File: src/rtl/rx_power_cfg.svh
// Constants of the wireless power receiver control block and its transmitter end.
// Assumes a single 125 MHz core clock; voltages and currents arrive as digital mV / mA codes.
`ifndef RX_POWER_CFG_SVH
`define RX_POWER_CFG_SVH

`define CLK_HZ 125000000
`define CYC_PER_MS (`CLK_HZ / 1000)

`define CE_FAST_MS 30
`define CE_SLOW_MS 250
`define CONV_MS 150
`define CE_FAST_CYC (`CE_FAST_MS * `CYC_PER_MS)
`define CE_SLOW_CYC (`CE_SLOW_MS * `CYC_PER_MS)
`define CONV_CYC (`CONV_MS * `CYC_PER_MS)
`define PING_GAP_MS 500
`define PING_GAP_CYC (`PING_GAP_MS * `CYC_PER_MS)

`define PING_MEM_MV 16'h0640
`define CTRL_HIGH_MV 16'h0578
`define CTRL_LOW_MV 16'h0064
`define HOT_DEFAULT_MV 16'h00C8
`define STARTUP_TGT_MV 16'h1F40
`define TGT_LIGHT_MV 16'h1B58
`define TGT_MID_MV 16'h1770
`define TGT_HEAVY_MV 16'h1388
`define OVP_DEFAULT_MV 16'h2EE0
`define BAND_MV 16'h00C8
`define TX_START_MV 16'h1388

`define EPT_UNKNOWN 8'h00
`define EPT_CHARGED 8'h01
`define EPT_FAULT 8'h02
`define EPT_OVERTEMP 8'h03
`define EPT_OVERVOLT 8'h04
`define CE_MAX_DOWN 8'h80
`define SIG_STRENGTH 8'hC0
`define CFG_BYTE 8'h05
`define ID_BYTE 8'h5A

`endif

File: src/rtl/rx_power_pkg.sv
// Types shared by both ends of the wireless power link.
// Assumes rx_power_cfg.svh holds all figures.
package rx_power_pkg;

    typedef enum logic [2:0] {
        PKT_STRENGTH = 3'h0,
        PKT_CONFIG = 3'h1,
        PKT_IDENT = 3'h2,
        PKT_CTRL_ERR = 3'h3,
        PKT_END = 3'h4
    } pkt_kind_type;

    // Gray codes along ping, opening packets, contract, ramp, loop, end
    typedef enum logic [2:0] {
        RX_IDLE = 3'h0,
        RX_STRENGTH = 3'h1,
        RX_CONFIG = 3'h3,
        RX_IDENT = 3'h2,
        RX_WAIT = 3'h6,
        RX_RAMP = 3'h7,
        RX_ACTIVE = 3'h5,
        RX_END = 3'h4
    } rx_state_type;

    typedef enum logic [2:0] {
        TX_ANALOG = 3'h0,
        TX_PING = 3'h1,
        TX_COLLECT = 3'h3,
        TX_POWER = 3'h2,
        TX_LOW = 3'h6
    } tx_state_type;

endpackage : rx_power_pkg

File: src/rtl/power_link_if.sv
// Inductive link between receiver and transmitter, reduced to its digital meaning.
// Assumes both ends share core_clk_i; packets use valid/ready.
`timescale 1ns/1ps
`default_nettype none
interface power_link_if;
    import rx_power_pkg::*;
    logic ping;
    logic contract;
    logic pkt_valid;
    logic pkt_ready;
    pkt_kind_type pkt_kind;
    logic [7:0] pkt_data;

    modport rx_end (input ping, input contract, input pkt_ready,
                    output pkt_valid, output pkt_kind, output pkt_data);
    modport tx_end (output ping, output contract, output pkt_ready,
                    input pkt_valid, input pkt_kind, input pkt_data);
endinterface : power_link_if
`default_nettype wire

File: src/rtl/rx_power_ctrl.sv
// Receiver end: startup handshake, control error loop, end-power-transfer and presence detect.
// Assumes analog levels arrive as synchronous mV/mA codes and the link is power_link_if.
`timescale 1ns/1ps
`default_nettype none
`include "rx_power_cfg.svh"
module rx_power_ctrl #(
    parameter int unsigned CE_FAST_CYC = `CE_FAST_CYC,
    parameter int unsigned CE_SLOW_CYC = `CE_SLOW_CYC,
    parameter int unsigned CONV_CYC = `CONV_CYC,
    parameter logic [15:0] HOT_MV = `HOT_DEFAULT_MV,
    parameter logic [15:0] OVP_MV = `OVP_DEFAULT_MV,
    parameter bit HOST_PORT = 1'b1
) (
    input wire logic core_clk_i,
    input wire logic rst_i,
    power_link_if.rx_end link,
    input wire logic [15:0] vrect_mv_i,
    input wire logic [15:0] iout_ma_i,
    input wire logic [15:0] ilim_ma_i,
    input wire logic [15:0] thermal_control_mv_i,
    input wire logic [15:0] ping_memory_mv_i,
    input wire logic adapter_present_i,
    input wire logic fault_i,
    input wire logic host_align_i,
    output logic output_en_o,
    output logic ldo_en_o,
    output logic presence_detect_n_o,
    output logic presence_detect_n_oe_o,
    output logic [7:0] ept_code_o
);
    import rx_power_pkg::*;

    // ==========================================================
    // Helpers
    // Returns {hit, reason}; priority fault, heat, charge, adapter
    function automatic logic [8:0] ept_check(input logic [15:0] ctrl, input logic adapter,
                                             input logic fault);
        logic [8:0] r;
        r = 9'h000;
        if (fault) begin
            r = {1'b1, `EPT_FAULT};
        end else if (ctrl < `CTRL_LOW_MV || ctrl < HOT_MV) begin
            r = {1'b1, `EPT_OVERTEMP};
        end else if (ctrl > `CTRL_HIGH_MV) begin
            r = {1'b1, `EPT_CHARGED};
        end else if (adapter) begin
            r = {1'b1, `EPT_UNKNOWN};
        end
        return r;
    endfunction : ept_check

    // Error code: difference scaled by 32 mV a step, clamped to a signed byte
    function automatic logic [7:0] ce_code(input logic signed [16:0] err);
        logic signed [16:0] s;
        s = err >>> 5;
        if (s > 17'sd127) begin
            return 8'h7F;
        end else if (s < -17'sd128) begin
            return 8'h80;
        end
        return s[7:0];
    endfunction : ce_code

    // ==========================================================
    // Presence detect
    logic pd_q;
    logic pd_d;

    always_comb begin
        pd_d = ping_memory_mv_i > `PING_MEM_MV;
    end

    always_ff @(posedge core_clk_i or posedge rst_i) begin
        if (rst_i) begin
            pd_q <= 1'b0;
        end else begin
            pd_q <= pd_d;
        end
    end

    assign presence_detect_n_o = 1'b0;
    assign presence_detect_n_oe_o = pd_q;

    // ==========================================================
    // Main sequence
    rx_state_type state_q, state_d;
    logic pkt_valid_q, pkt_valid_d;
    pkt_kind_type pkt_kind_q, pkt_kind_d;
    logic [7:0] pkt_data_q, pkt_data_d;
    logic [7:0] ept_q, ept_d;
    logic [31:0] ce_cnt_q, ce_cnt_d;
    logic [31:0] conv_cnt_q, conv_cnt_d;
    logic [15:0] target_q, target_d;
    logic out_en_q, out_en_d;
    logic ldo_q, ldo_d;

    logic [8:0] ept_now;
    logic signed [16:0] err;
    logic in_band;
    logic rising;
    logic over_v;
    logic busy;

    always_comb begin
        ept_now = ept_check(thermal_control_mv_i, adapter_present_i, fault_i);
        // Load share picks the target; heavier load runs a lower rectifier voltage
        if ({1'b0, iout_ma_i, 3'h0} + {3'h0, iout_ma_i, 1'b0} < {4'h0, ilim_ma_i}) begin
            target_d = `TGT_LIGHT_MV;
        end else if ({iout_ma_i, 1'b0} < {1'b0, ilim_ma_i}) begin
            target_d = `TGT_MID_MV;
        end else begin
            target_d = `TGT_HEAVY_MV;
        end
        if (state_q != RX_ACTIVE) begin
            target_d = `STARTUP_TGT_MV;
        end
        err = $signed({1'b0, target_q}) - $signed({1'b0, vrect_mv_i});
        in_band = (err <= $signed({1'b0, `BAND_MV})) && (err >= -$signed({1'b0, `BAND_MV}));
        rising = err < -$signed({1'b0, `BAND_MV});
        over_v = vrect_mv_i > OVP_MV;
        // One idle cycle between packets gives the far end time to step its state
        busy = pkt_valid_q;
    end

    always_comb begin
        state_d = state_q;
        pkt_valid_d = pkt_valid_q && !link.pkt_ready;
        pkt_kind_d = pkt_kind_q;
        pkt_data_d = pkt_data_q;
        ept_d = ept_q;
        ce_cnt_d = (ce_cnt_q != 32'h0) ? ce_cnt_q - 32'h1 : ce_cnt_q;
        conv_cnt_d = conv_cnt_q;
        out_en_d = 1'b0;
        ldo_d = !over_v;
        unique case (state_q)
            RX_IDLE: begin
                if (link.ping) begin
                    if (ept_now[8]) begin
                        ept_d = ept_now[7:0];
                        state_d = RX_END;
                    end else begin
                        state_d = RX_STRENGTH;
                    end
                end
            end
            RX_STRENGTH: begin
                if (!busy) begin
                    pkt_valid_d = 1'b1;
                    pkt_kind_d = PKT_STRENGTH;
                    pkt_data_d = `SIG_STRENGTH;
                    state_d = RX_CONFIG;
                end
            end
            RX_CONFIG: begin
                if (!busy) begin
                    pkt_valid_d = 1'b1;
                    pkt_kind_d = PKT_CONFIG;
                    pkt_data_d = `CFG_BYTE;
                    state_d = RX_IDENT;
                end
            end
            RX_IDENT: begin
                if (!busy) begin
                    pkt_valid_d = 1'b1;
                    pkt_kind_d = PKT_IDENT;
                    pkt_data_d = `ID_BYTE;
                    state_d = RX_WAIT;
                end
            end
            RX_WAIT: begin
                ce_cnt_d = 32'h0;
                conv_cnt_d = 32'h0;
                if (ept_now[8]) begin
                    ept_d = ept_now[7:0];
                    state_d = RX_END;
                end else if (link.contract) begin
                    state_d = RX_RAMP;
                end
            end
            RX_RAMP, RX_ACTIVE: begin
                // Output stays off until contract plus startup target reached
                out_en_d = (state_q == RX_ACTIVE) && !over_v;
                if (in_band || target_d != target_q) begin
                    conv_cnt_d = 32'h0;
                end else begin
                    conv_cnt_d = conv_cnt_q + 32'h1;
                end
                if (state_q == RX_RAMP && in_band) begin
                    state_d = RX_ACTIVE;
                end
                if (ept_now[8]) begin
                    ept_d = ept_now[7:0];
                    state_d = RX_END;
                    out_en_d = 1'b0;
                end else if (conv_cnt_q >= CONV_CYC - 1) begin
                    ept_d = `EPT_OVERVOLT;
                    state_d = RX_END;
                    out_en_d = 1'b0;
                // Only the first overvoltage cycle jumps the queue; later ones keep the cadence
                end else if (!busy && (ce_cnt_q == 32'h0 || (over_v && ldo_q))) begin
                    pkt_valid_d = 1'b1;
                    pkt_kind_d = PKT_CTRL_ERR;
                    if (over_v) begin
                        pkt_data_d = `CE_MAX_DOWN;
                    end else if (HOST_PORT && host_align_i) begin
                        pkt_data_d = 8'h00;
                    end else begin
                        pkt_data_d = ce_code(err);
                    end
                    // Fast cadence while the rectifier sits above the target band
                    ce_cnt_d = (rising || over_v) ? CE_FAST_CYC - 1 : CE_SLOW_CYC - 1;
                end
            end
            RX_END: begin
                if (!busy) begin
                    pkt_valid_d = 1'b1;
                    pkt_kind_d = PKT_END;
                    pkt_data_d = ept_q;
                    state_d = RX_IDLE;
                end
            end
        endcase
    end

    always_ff @(posedge core_clk_i or posedge rst_i) begin
        if (rst_i) begin
            state_q <= RX_IDLE;
            pkt_valid_q <= 1'b0;
            pkt_kind_q <= PKT_STRENGTH;
            pkt_data_q <= 8'h00;
            ept_q <= 8'h00;
            ce_cnt_q <= 32'h0;
            conv_cnt_q <= 32'h0;
            target_q <= `STARTUP_TGT_MV;
            out_en_q <= 1'b0;
            ldo_q <= 1'b1;
        end else begin
            state_q <= state_d;
            pkt_valid_q <= pkt_valid_d;
            pkt_kind_q <= pkt_kind_d;
            pkt_data_q <= pkt_data_d;
            ept_q <= ept_d;
            ce_cnt_q <= ce_cnt_d;
            conv_cnt_q <= conv_cnt_d;
            target_q <= target_d;
            out_en_q <= out_en_d;
            ldo_q <= ldo_d;
        end
    end

    assign link.pkt_valid = pkt_valid_q;
    assign link.pkt_kind = pkt_kind_q;
    assign link.pkt_data = pkt_data_q;
    assign output_en_o = out_en_q;
    assign ldo_en_o = ldo_q;
    assign ept_code_o = ept_q;

endmodule : rx_power_ctrl
`default_nettype wire

File: src/flat_wrapper.sv
// flat-port wrapper written by rule: the top's interface ports become plain ports
module rx_power_ctrl_flat import rx_power_pkg::*;
#(
    parameter int unsigned CE_FAST_CYC = `CE_FAST_CYC,
    parameter int unsigned CE_SLOW_CYC = `CE_SLOW_CYC,
    parameter int unsigned CONV_CYC = `CONV_CYC,
    parameter logic [15:0] HOT_MV = `HOT_DEFAULT_MV,
    parameter logic [15:0] OVP_MV = `OVP_DEFAULT_MV,
    parameter bit HOST_PORT = 1'b1
)
  (core_clk_i, rst_i, vrect_mv_i, iout_ma_i, ilim_ma_i, thermal_control_mv_i, ping_memory_mv_i, adapter_present_i, fault_i, host_align_i, output_en_o, ldo_en_o, presence_detect_n_o, presence_detect_n_oe_o, ept_code_o, link_ping, link_contract, link_pkt_ready, link_pkt_valid, link_pkt_kind, link_pkt_data);
  power_link_if link_i ();
  input wire logic core_clk_i;
  input wire logic rst_i;
  input wire logic [15:0] vrect_mv_i;
  input wire logic [15:0] iout_ma_i;
  input wire logic [15:0] ilim_ma_i;
  input wire logic [15:0] thermal_control_mv_i;
  input wire logic [15:0] ping_memory_mv_i;
  input wire logic adapter_present_i;
  input wire logic fault_i;
  input wire logic host_align_i;
  output logic output_en_o;
  output logic ldo_en_o;
  output logic presence_detect_n_o;
  output logic presence_detect_n_oe_o;
  output logic [7:0] ept_code_o;
  input wire logic [$bits(link_i.ping)-1:0] link_ping;
  input wire logic [$bits(link_i.contract)-1:0] link_contract;
  input wire logic [$bits(link_i.pkt_ready)-1:0] link_pkt_ready;
  output wire logic [$bits(link_i.pkt_valid)-1:0] link_pkt_valid;
  output wire logic [$bits(link_i.pkt_kind)-1:0] link_pkt_kind;
  output wire logic [$bits(link_i.pkt_data)-1:0] link_pkt_data;
  assign link_i.ping = link_ping;
  assign link_i.contract = link_contract;
  assign link_i.pkt_ready = link_pkt_ready;
  assign link_pkt_valid = link_i.pkt_valid;
  assign link_pkt_kind = link_i.pkt_kind;
  assign link_pkt_data = link_i.pkt_data;
  rx_power_ctrl #(.CE_FAST_CYC(CE_FAST_CYC), .CE_SLOW_CYC(CE_SLOW_CYC), .CONV_CYC(CONV_CYC), .HOT_MV(HOT_MV), .OVP_MV(OVP_MV), .HOST_PORT(HOST_PORT)) u_core (.core_clk_i(core_clk_i), .rst_i(rst_i), .link(link_i), .vrect_mv_i(vrect_mv_i), .iout_ma_i(iout_ma_i), .ilim_ma_i(ilim_ma_i), .thermal_control_mv_i(thermal_control_mv_i), .ping_memory_mv_i(ping_memory_mv_i), .adapter_present_i(adapter_present_i), .fault_i(fault_i), .host_align_i(host_align_i), .output_en_o(output_en_o), .ldo_en_o(ldo_en_o), .presence_detect_n_o(presence_detect_n_o), .presence_detect_n_oe_o(presence_detect_n_oe_o), .ept_code_o(ept_code_o));
endmodule
File: config.mk
export PLATFORM = sky130hd
export DESIGN_NAME = rx_power_ctrl_flat
export DESIGN_NICKNAME = d
export VERILOG_FILES = /design/src/rtl/rx_power_pkg.sv /design/src/rtl/power_link_if.sv /design/src/rtl/rx_power_ctrl.sv /design/src/flat_wrapper.sv
export VERILOG_INCLUDE_DIRS = /design/src /design/src/rtl
export SDC_FILE = /design/constraint.sdc
export NUM_CORES = 1
export LEC_CHECK = 0
export BUFFER_PORTS_ARGS = -buffer_cell sky130_fd_sc_hd__buf_4
export CAP_MARGIN = 10
export CORE_UTILIZATION = 50
export CTS_CLUSTER_SIZE = 8
export DETAILED_ROUTE_END_ITERATION = 10
export PLACE_DENSITY = 0.78
export SLEW_MARGIN = 20
export SYNTH_ARGS = -nofsm -noshare
export SYNTH_HDL_FRONTEND = slang
export SYNTH_SLANG_ARGS = --single-unit
File: constraint.sdc
create_clock -name core_clk_i -period 3.7 [get_ports core_clk_i]
set_input_delay 0.37 -clock core_clk_i [delete_from_list [all_inputs] [get_ports core_clk_i]]
set_output_delay 0.37 -clock core_clk_i [all_outputs]
set_load 0.05 [all_outputs]
==> flow_metrics.env, run 1 <==
export IMPL_place_congestion=0.871
export IMPL_hold_viol=0
export IMPL_r2r_slack_ns=-0.01
export IMPL_cts_clk_slew_worst_paths_ns=0.07
export IMPL_hold_buffers=0
export IMPL_synth_commonest_cells="nand2_1 (93), dfrtp_1 (88), nor2_1 (79)"
export IMPL_cp_startpoint="iout_ma_i[2]"
export IMPL_synth_avg_cell_area_um2=8.42
export IMPL_crit_path_end_kind="flip-flop"
export IMPL_start_kind="input port"
export IMPL_n_antenna_cell=0
export IMPL_critPathMaxFanout=4
export IMPL_wl_per_cell_um=16.6
export IMPL_cp_data_required_time_ns=3.92
export IMPL_routed_wl_um=20800
export IMPL_grt_pass1_wl_um=33300
export IMPL_initial_utilization=0.513
export IMPL_final_setup_tns_ns=-25.80
export IMPL_rows=44
export IMPL_yosys_warnings=0
export IMPL_vias_per_cell=5.97
export IMPL_final_nets=1203
export IMPL_grt_pass1_vias=7234
export IMPL_p_per_area_mw_per_mm2=463
export IMPL_netlist_area_leader_share=0.296
export IMPL_vias=7462
export IMPL_r2r_end="u_core.conv_cnt_q[4]"
export IMPL_min_delay_path_class="in2reg"
export IMPL_synth_area_leaders="dfrtp_1 (30%), ha_1 (8.7%), nand2_1 (4.7%), nor2_1 (4.0%), xnor2_1 (3.6%)"
export IMPL_cap_violations=0
export IMPL_drv_slew=0
export IMPL_route_detailed_drc=0
export IMPL_finalCritPeriodShare=1.23
export IMPL_synthFlopType="dfrtp_1"
export IMPL_worst_slew_pin_slew_ns=1.09
export IMPL_syn_area_mm2=0.00745
export IMPL_cts_max_level=3
export IMPL_stdcell_count=1250
export IMPL_gr_total_overflow=0
export IMPL_hold_ws_ns=0.202
export IMPL_netlist_instances=885
export IMPL_die_h_um=124
export IMPL_timing_final_crit_period_ns=4.56
export IMPL_numPortBuffers=105
export IMPL_synth_most_common_cell="nand2_1"
export IMPL_yosysSeqAreaShare=0.310
export IMPL_dr_pass1_iters=5
export IMPL_path_class="in2reg"
export IMPL_design_core_area_mm2=0.0145
export IMPL_synthArstFlopShare=1.00
export IMPL_cts_root_buf="clkbuf_16"
export IMPL_die_width_um=124
export IMPL_synth_top_cell_by_area="dfrtp_1"
export IMPL_cts_tree="built"
export IMPL_setup_ws_ns=-0.855
export IMPL_rsz0062_at_grt="true"
export IMPL_ant_nets=0
export IMPL_dp_cells=1224
export IMPL_clock_sinks=92
export IMPL_pre_cts_ws_ns=-1.22
export IMPL_critPathArrivalTime_ns=4.78
export IMPL_die_area_mm2=0.0154
export IMPL_synthDistinctLibCells=88
export IMPL_ir_drop_mv=0.252
export IMPL_power_leakage_uw=0.00450
export IMPL_slew_limit_headroom=0.271
export IMPL_clk_latency_ns=0.35
export IMPL_grt_use_total=0.273
export IMPL_area_growth_syn_to_layout_pct=34.4
export IMPL_synth_seq_cells=92
export IMPL_synth_enable_flop_cells=0
export IMPL_fill_cells=1155
export IMPL_io_pins=112
export IMPL_r2r_start="u_core.target_q[5]"
export IMPL_drt_iter0_markers=467
export IMPL_violations="setup timing"
export IMPL_max_freq_mhz=220
export IMPL_cts_buffers=9
export IMPL_status="finished with violations"
export IMPL_fin_worst_skew_ns=0.0105
export IMPL_grt_antenna_before_repair=0
export IMPL_drive_above_1_share=0.287
export IMPL_endpoint="u_core.conv_cnt_q[8]"
export IMPL_setup_viol=38
export IMPL_r2r_cells=11
export IMPL_grt_max_degree=70
export IMPL_clockBufferDepth=2
export IMPL_hpwlAfterDp_um=15100
through the flow:
stage	area [um2]	utilization	total power [uW]
after floorplan	7860	-	2910
after global placement	9390	0.646	3500
after detailed placement	9390	0.646	3550
after CTS	9900	0.681	4590
after global routing	10000	0.689	4910
final	10000	0.689	4640
metal layers:
| layer | global-route usage | share of wire |
|---|---|---|
| met3 | 0.0261 | 0.045 |
| met5 | 0 | 0 |
| met4 | 0.109 | 0.028 |
| met2 | 0.493 | 0.51 |
| met1 | 0.330 | 0.41 |
worst max-delay path, stage by stage:
cell and delay (ns):
buf_8 0.11, ha_4 0.15, inv_2 0.05, fa_2 0.19
nor2b_2 0.05, o31a_1 0.32, o31a_1 0.27, and4_1 0.19
o21ai_1 0.13, nand2b_1 0.09, a21oi_2 0.13, xnor2_1 0.09
ha_1 0.34, a21oi_2 0.16, o21ai_2 0.08, a21oi_2 0.16
o2111ai_2 0.17, nor4_2 0.29, nand4_2 0.23, buf_6 0.19
a22oi_2 0.21, and2_4 0.26, nor3_4 0.07, buf_6 0.12
a221o_1 0.32
area by class of cell:
cell class              instances  area, um2  area share
inverters                      43        164      0.0164
clock inverters                 5       60.1     0.00600
clock buffers                  10        239      0.0239
well taps                     184        230      0.0230
multi-input cells             717       5280       0.527
repair buffers                199       1730       0.173
flip-flops and latches         92       2310       0.230
report_power, final:
group          switching, uW  leakage (uW)  internal, uW
registers                243       0.00122          1240
logic                   1250       0.00314           958
clock network            405      0.000145           542
total                   1900       0.00450          2740
logic make-up after synthesis:
family / count (synthesis) / share of synthesized area
compound gates: 258 / 0.245
buf+inv: 81 / 0.0479
simple gates: 342 / 0.237
fa+ha+maj: 53 / 0.0900
mux: 9 / 0.0126
flops: 92 / 0.310
xor+xnor: 49 / 0.0576
other cells: 1 / 0.000503
flip-flops by register name (all words and copies together) (netlist names), 2 cells and up, named ones only:
signal,flops
u_core.ept_code_o,3
u_core.link.pkt_data,8
u_core.link.pkt_kind,3
u_core.state_q,2
u_core.conv_cnt_q,32
u_core.target_q,7
u_core.ce_cnt_q,32
what timing repair did:
item,CTS,global route
gates cloned,1,1
resized for setup,29,16
pin swaps,18,10
buffers inserted,7,3
setup endpoints to repair,36,39
worst min-delay path by stage:
stage / from / endpoint / cells after the start
global route: link_pkt_ready / u_core.link.pkt_valid / 2
detailed placement: u_core.link.pkt_data[5] / u_core.link.pkt_data[5] / 2
CTS: link_pkt_ready / u_core.link.pkt_valid / 2
finish: link_pkt_ready / u_core.link.pkt_valid / 2
floorplan: u_core.conv_cnt_q[19] / u_core.conv_cnt_q[19] / 1
global placement: u_core.link.pkt_kind[2] / u_core.link.pkt_kind[2] / 2
cell usage in the layout (no fill, tap or decap), types with 5 or more instances in the layout:
| cell | n |
|---|---|
| buf_4 | 174 |
| nand2_1 | 91 |
| dfrtp_1 | 88 |
| nor2_1 | 78 |
| a21oi_1 | 50 |
| ha_1 | 50 |
| o21ai_0 | 41 |
| inv_1 | 39 |
| xnor2_1 | 31 |
| a21o_1 | 27 |
| nor3_1 | 24 |
| nand3_1 | 21 |
| xor2_1 | 18 |
| nand4_1 | 17 |
| nor4_1 | 15 |
| a2111oi_4 | 14 |
| buf_12 | 12 |
| or2_2 | 10 |
| clkbuf_16 | 10 |
| or3_1 | 9 |
| a31oi_1 | 9 |
| a21oi_2 | 9 |
| nand2b_1 | 9 |
| buf_6 | 9 |
| o21ai_1 | 8 |
| o21bai_1 | 7 |
| a211oi_1 | 7 |
| nor2b_1 | 7 |
| a22o_1 | 7 |
| and2_1 | 6 |
| and3_1 | 6 |
| or4_1 | 6 |
| nand3b_1 | 6 |
| o21a_1 | 6 |
| and4_1 | 6 |
| conb_1 | 6 |
| mux2i_1 | 5 |
| o2111ai_2 | 5 |
(Power assumes the default switching activity.)
==> run 2, diff against run 1 <==
Settings changed: PLACE_DENSITY 0.78 to 0.71.
==> run 2 against run 1 <==
The run still ends with setup timing left. Power rose by 2.2%. First-iteration DRC count up 26%. Global-route usage rose by 0.46 points. Sequential power is essentially flat. Clock-buffer cell count unchanged. Largest cell class unchanged.
==> flow_metrics.env, run 2 (synthesis results as in run 1) <==
export IMPL_comb_power_share=0.461
export IMPL_p_switching_uw=1920
export IMPL_final_common_cell="buf_4"
export IMPL_max_stage_delay_ns=0.40
export IMPL_grt_util_met2=0.483
export IMPL_dr_pass1_iters=5
export IMPL_power_uw=4740
export IMPL_final_area_mm2=0.0101
export IMPL_grt_use_met3=0.0325
export IMPL_min_delay_path_class="in2async"
export IMPL_die_h_um=124
export IMPL_dpl_instance_area_mm2=0.00939
export IMPL_r2r_end="u_core.conv_cnt_q[27]"
export IMPL_wl_per_cell_um=16.5
export IMPL_rows=44
export IMPL_clock_sinks=92
export IMPL_cts_root_buf="clkbuf_16"
export IMPL_gr_total_overflow=0
export IMPL_start_kind="input port"
export IMPL_drt_iter0_markers=587
export IMPL_r2r_start="u_core.target_q[4]"
export IMPL_grt_pass1_vias=7343
export IMPL_setup_ws_ns=-0.551
export IMPL_die_area_mm2=0.0154
export IMPL_hold_viol=0
export IMPL_status="finished with violations"
export IMPL_pwr_share_seq=0.316
export IMPL_slew_limit_headroom=0.407
export IMPL_fin_util=0.698
export IMPL_grt_max_degree=71
export IMPL_final_setup_tns_ns=-14.47
export IMPL_hpwlAfterDp_um=14900
export IMPL_worst_slew_pin_slew_ns=0.889
export IMPL_p_per_area_mw_per_mm2=467
export IMPL_crit_slowest_cell="o41ai_1"
export IMPL_p_int_uw=2820
export IMPL_cp_startpoint="iout_ma_i[2]"
export IMPL_n_antenna_cell=0
export IMPL_worst_path_stages=25
export IMPL_critPathMaxFanout=7
export IMPL_cts_max_level=3
export IMPL_power_leakage_uw=0.00456
export IMPL_numPortBuffers=105
export IMPL_endpoint="u_core.conv_cnt_q[27]"
export IMPL_violations="setup timing"
export IMPL_cp_data_required_time_ns=3.99
export IMPL_drive_above_1_share=0.299
export IMPL_hold_buffers=0
export IMPL_vias_per_cell=5.93
export IMPL_finalCritPeriodShare=1.15
export IMPL_cp_top_family="compound AO/OA/AOI/OAI gates"
export IMPL_clk_latency_ns=0.36
export IMPL_grt_pass1_wl_um=34000
export IMPL_cts_clk_slew_worst_paths_ns=0.07
export IMPL_ir_drop_mv=0.251
export IMPL_setup_viol=32
export IMPL_ant_nets=0
export IMPL_pwr_share_clk=0.223
export IMPL_cap_violations=0
export IMPL_multiInputGateArea_mm2=0.00531
export IMPL_final_nets=1219
export IMPL_critPathArrivalTime_ns=4.55
export IMPL_path_class="in2reg"
export IMPL_io_pins=112
export IMPL_vias=7514
export IMPL_r2r_cells=12
export IMPL_design_core_area_mm2=0.0145
export IMPL_fill_cells=1148
export IMPL_route_detailed_drc=0
export IMPL_routed_wl_um=20900
export IMPL_cts_buffers=9
export IMPL_fin_worst_skew_ns=0.0142
export IMPL_layout_common_cells="buf_4 (188), nand2_1 (91), dfrtp_1 (88)"
export IMPL_max_freq_mhz=235
export IMPL_use_met1=0.348
export IMPL_grt_use_total=0.277
export IMPL_timing_final_crit_period_ns=4.25
export IMPL_die_width_um=124
export IMPL_initial_utilization=0.513
export IMPL_r2r_slack_ns=0.10
export IMPL_area_growth_syn_to_layout_pct=36.1
export IMPL_place_congestion=0.921
export IMPL_crit_path_end_kind="flip-flop"
export IMPL_rsz0062_at_grt="true"
export IMPL_pre_cts_ws_ns=-1.09
export IMPL_switching_share=0.405
export IMPL_drv_slew=0
export IMPL_cts_tree="built"
export IMPL_register_area_mm2=0.00231
export IMPL_top_usage_layer="met2"
export IMPL_crit_buf_inv=4
export IMPL_clockBufferDepth=2
export IMPL_grt_antenna_before_repair=0
[run 2: repair_timing]
item | 4_1_cts | 5_1_grt
setup endpoints to repair | 32 | 37
cloned | 1 | 0
resized for setup | 44 | 17
pin swaps | 37 | 6
buffers inserted | 10 | 9
[run 2: layout make-up]
type,instances,share of cell area
clock buffer,10,0.0236
sequential,92,0.228
tap,184,0.0227
multi-input combinational,717,0.524
clock inverter,6,0.0101
timing repair buffer,215,0.176
inverter,43,0.0162
[run 2: how the worst min path moves through the flow]
stage                                  startpoint  slack [ns]  cells past startpoint                 endpoint
after global routing               link_pkt_ready        0.20                      2    u_core.link.pkt_valid
after floorplan             u_core.conv_cnt_q[19]        0.46                      1    u_core.conv_cnt_q[19]
after detailed placement  u_core.link.pkt_kind[2]        0.48                      2  u_core.link.pkt_kind[2]
after global placement    u_core.link.pkt_data[5]        0.47                      2  u_core.link.pkt_data[5]
final                                       rst_i        0.19                      2      u_core.ce_cnt_q[23]
after CTS                          link_pkt_ready        0.18                      2    u_core.link.pkt_valid
[run 2: per-layer routing]
layer | share of wire | wire, um
met1 | 0.44 | 9110
met2 | 0.49 | 10300
met3 | 0.046 | 972
met4 | 0.024 | 493
met5 | 0 | 0
[run 2: metrics by stage]
stage	hold WS, ns	std cells
finish	0.187	1267
global route	0.197	1267
CTS	0.184	1259
detailed placement	0.481	1234
global placement	0.472	1234
floorplan	0.465	890
[run 2: worst register-to-register path: stages, from the launching register on]
cell and delay, ns:
dfrtp_1 0.42, ha_1 0.31, a21o_1 0.18, a31o_2 0.26
a2111oi_2 0.41, o21bai_1 0.20, xnor2_1 0.24, a211oi_1 0.10
a31oi_1 0.43, nand2_4 0.19, buf_8 0.20, o41ai_1 0.40
a22o_1 0.19
[run 2: power by group through the flow]
stage,logic (uW),clock network [uW],registers [uW]
floorplan,1290,0,1620
global placement,2010,0,1500
detailed placement,2040,0,1510
CTS,2150,1070,1490
global route,2380,1110,1540
finish,2180,1060,1500
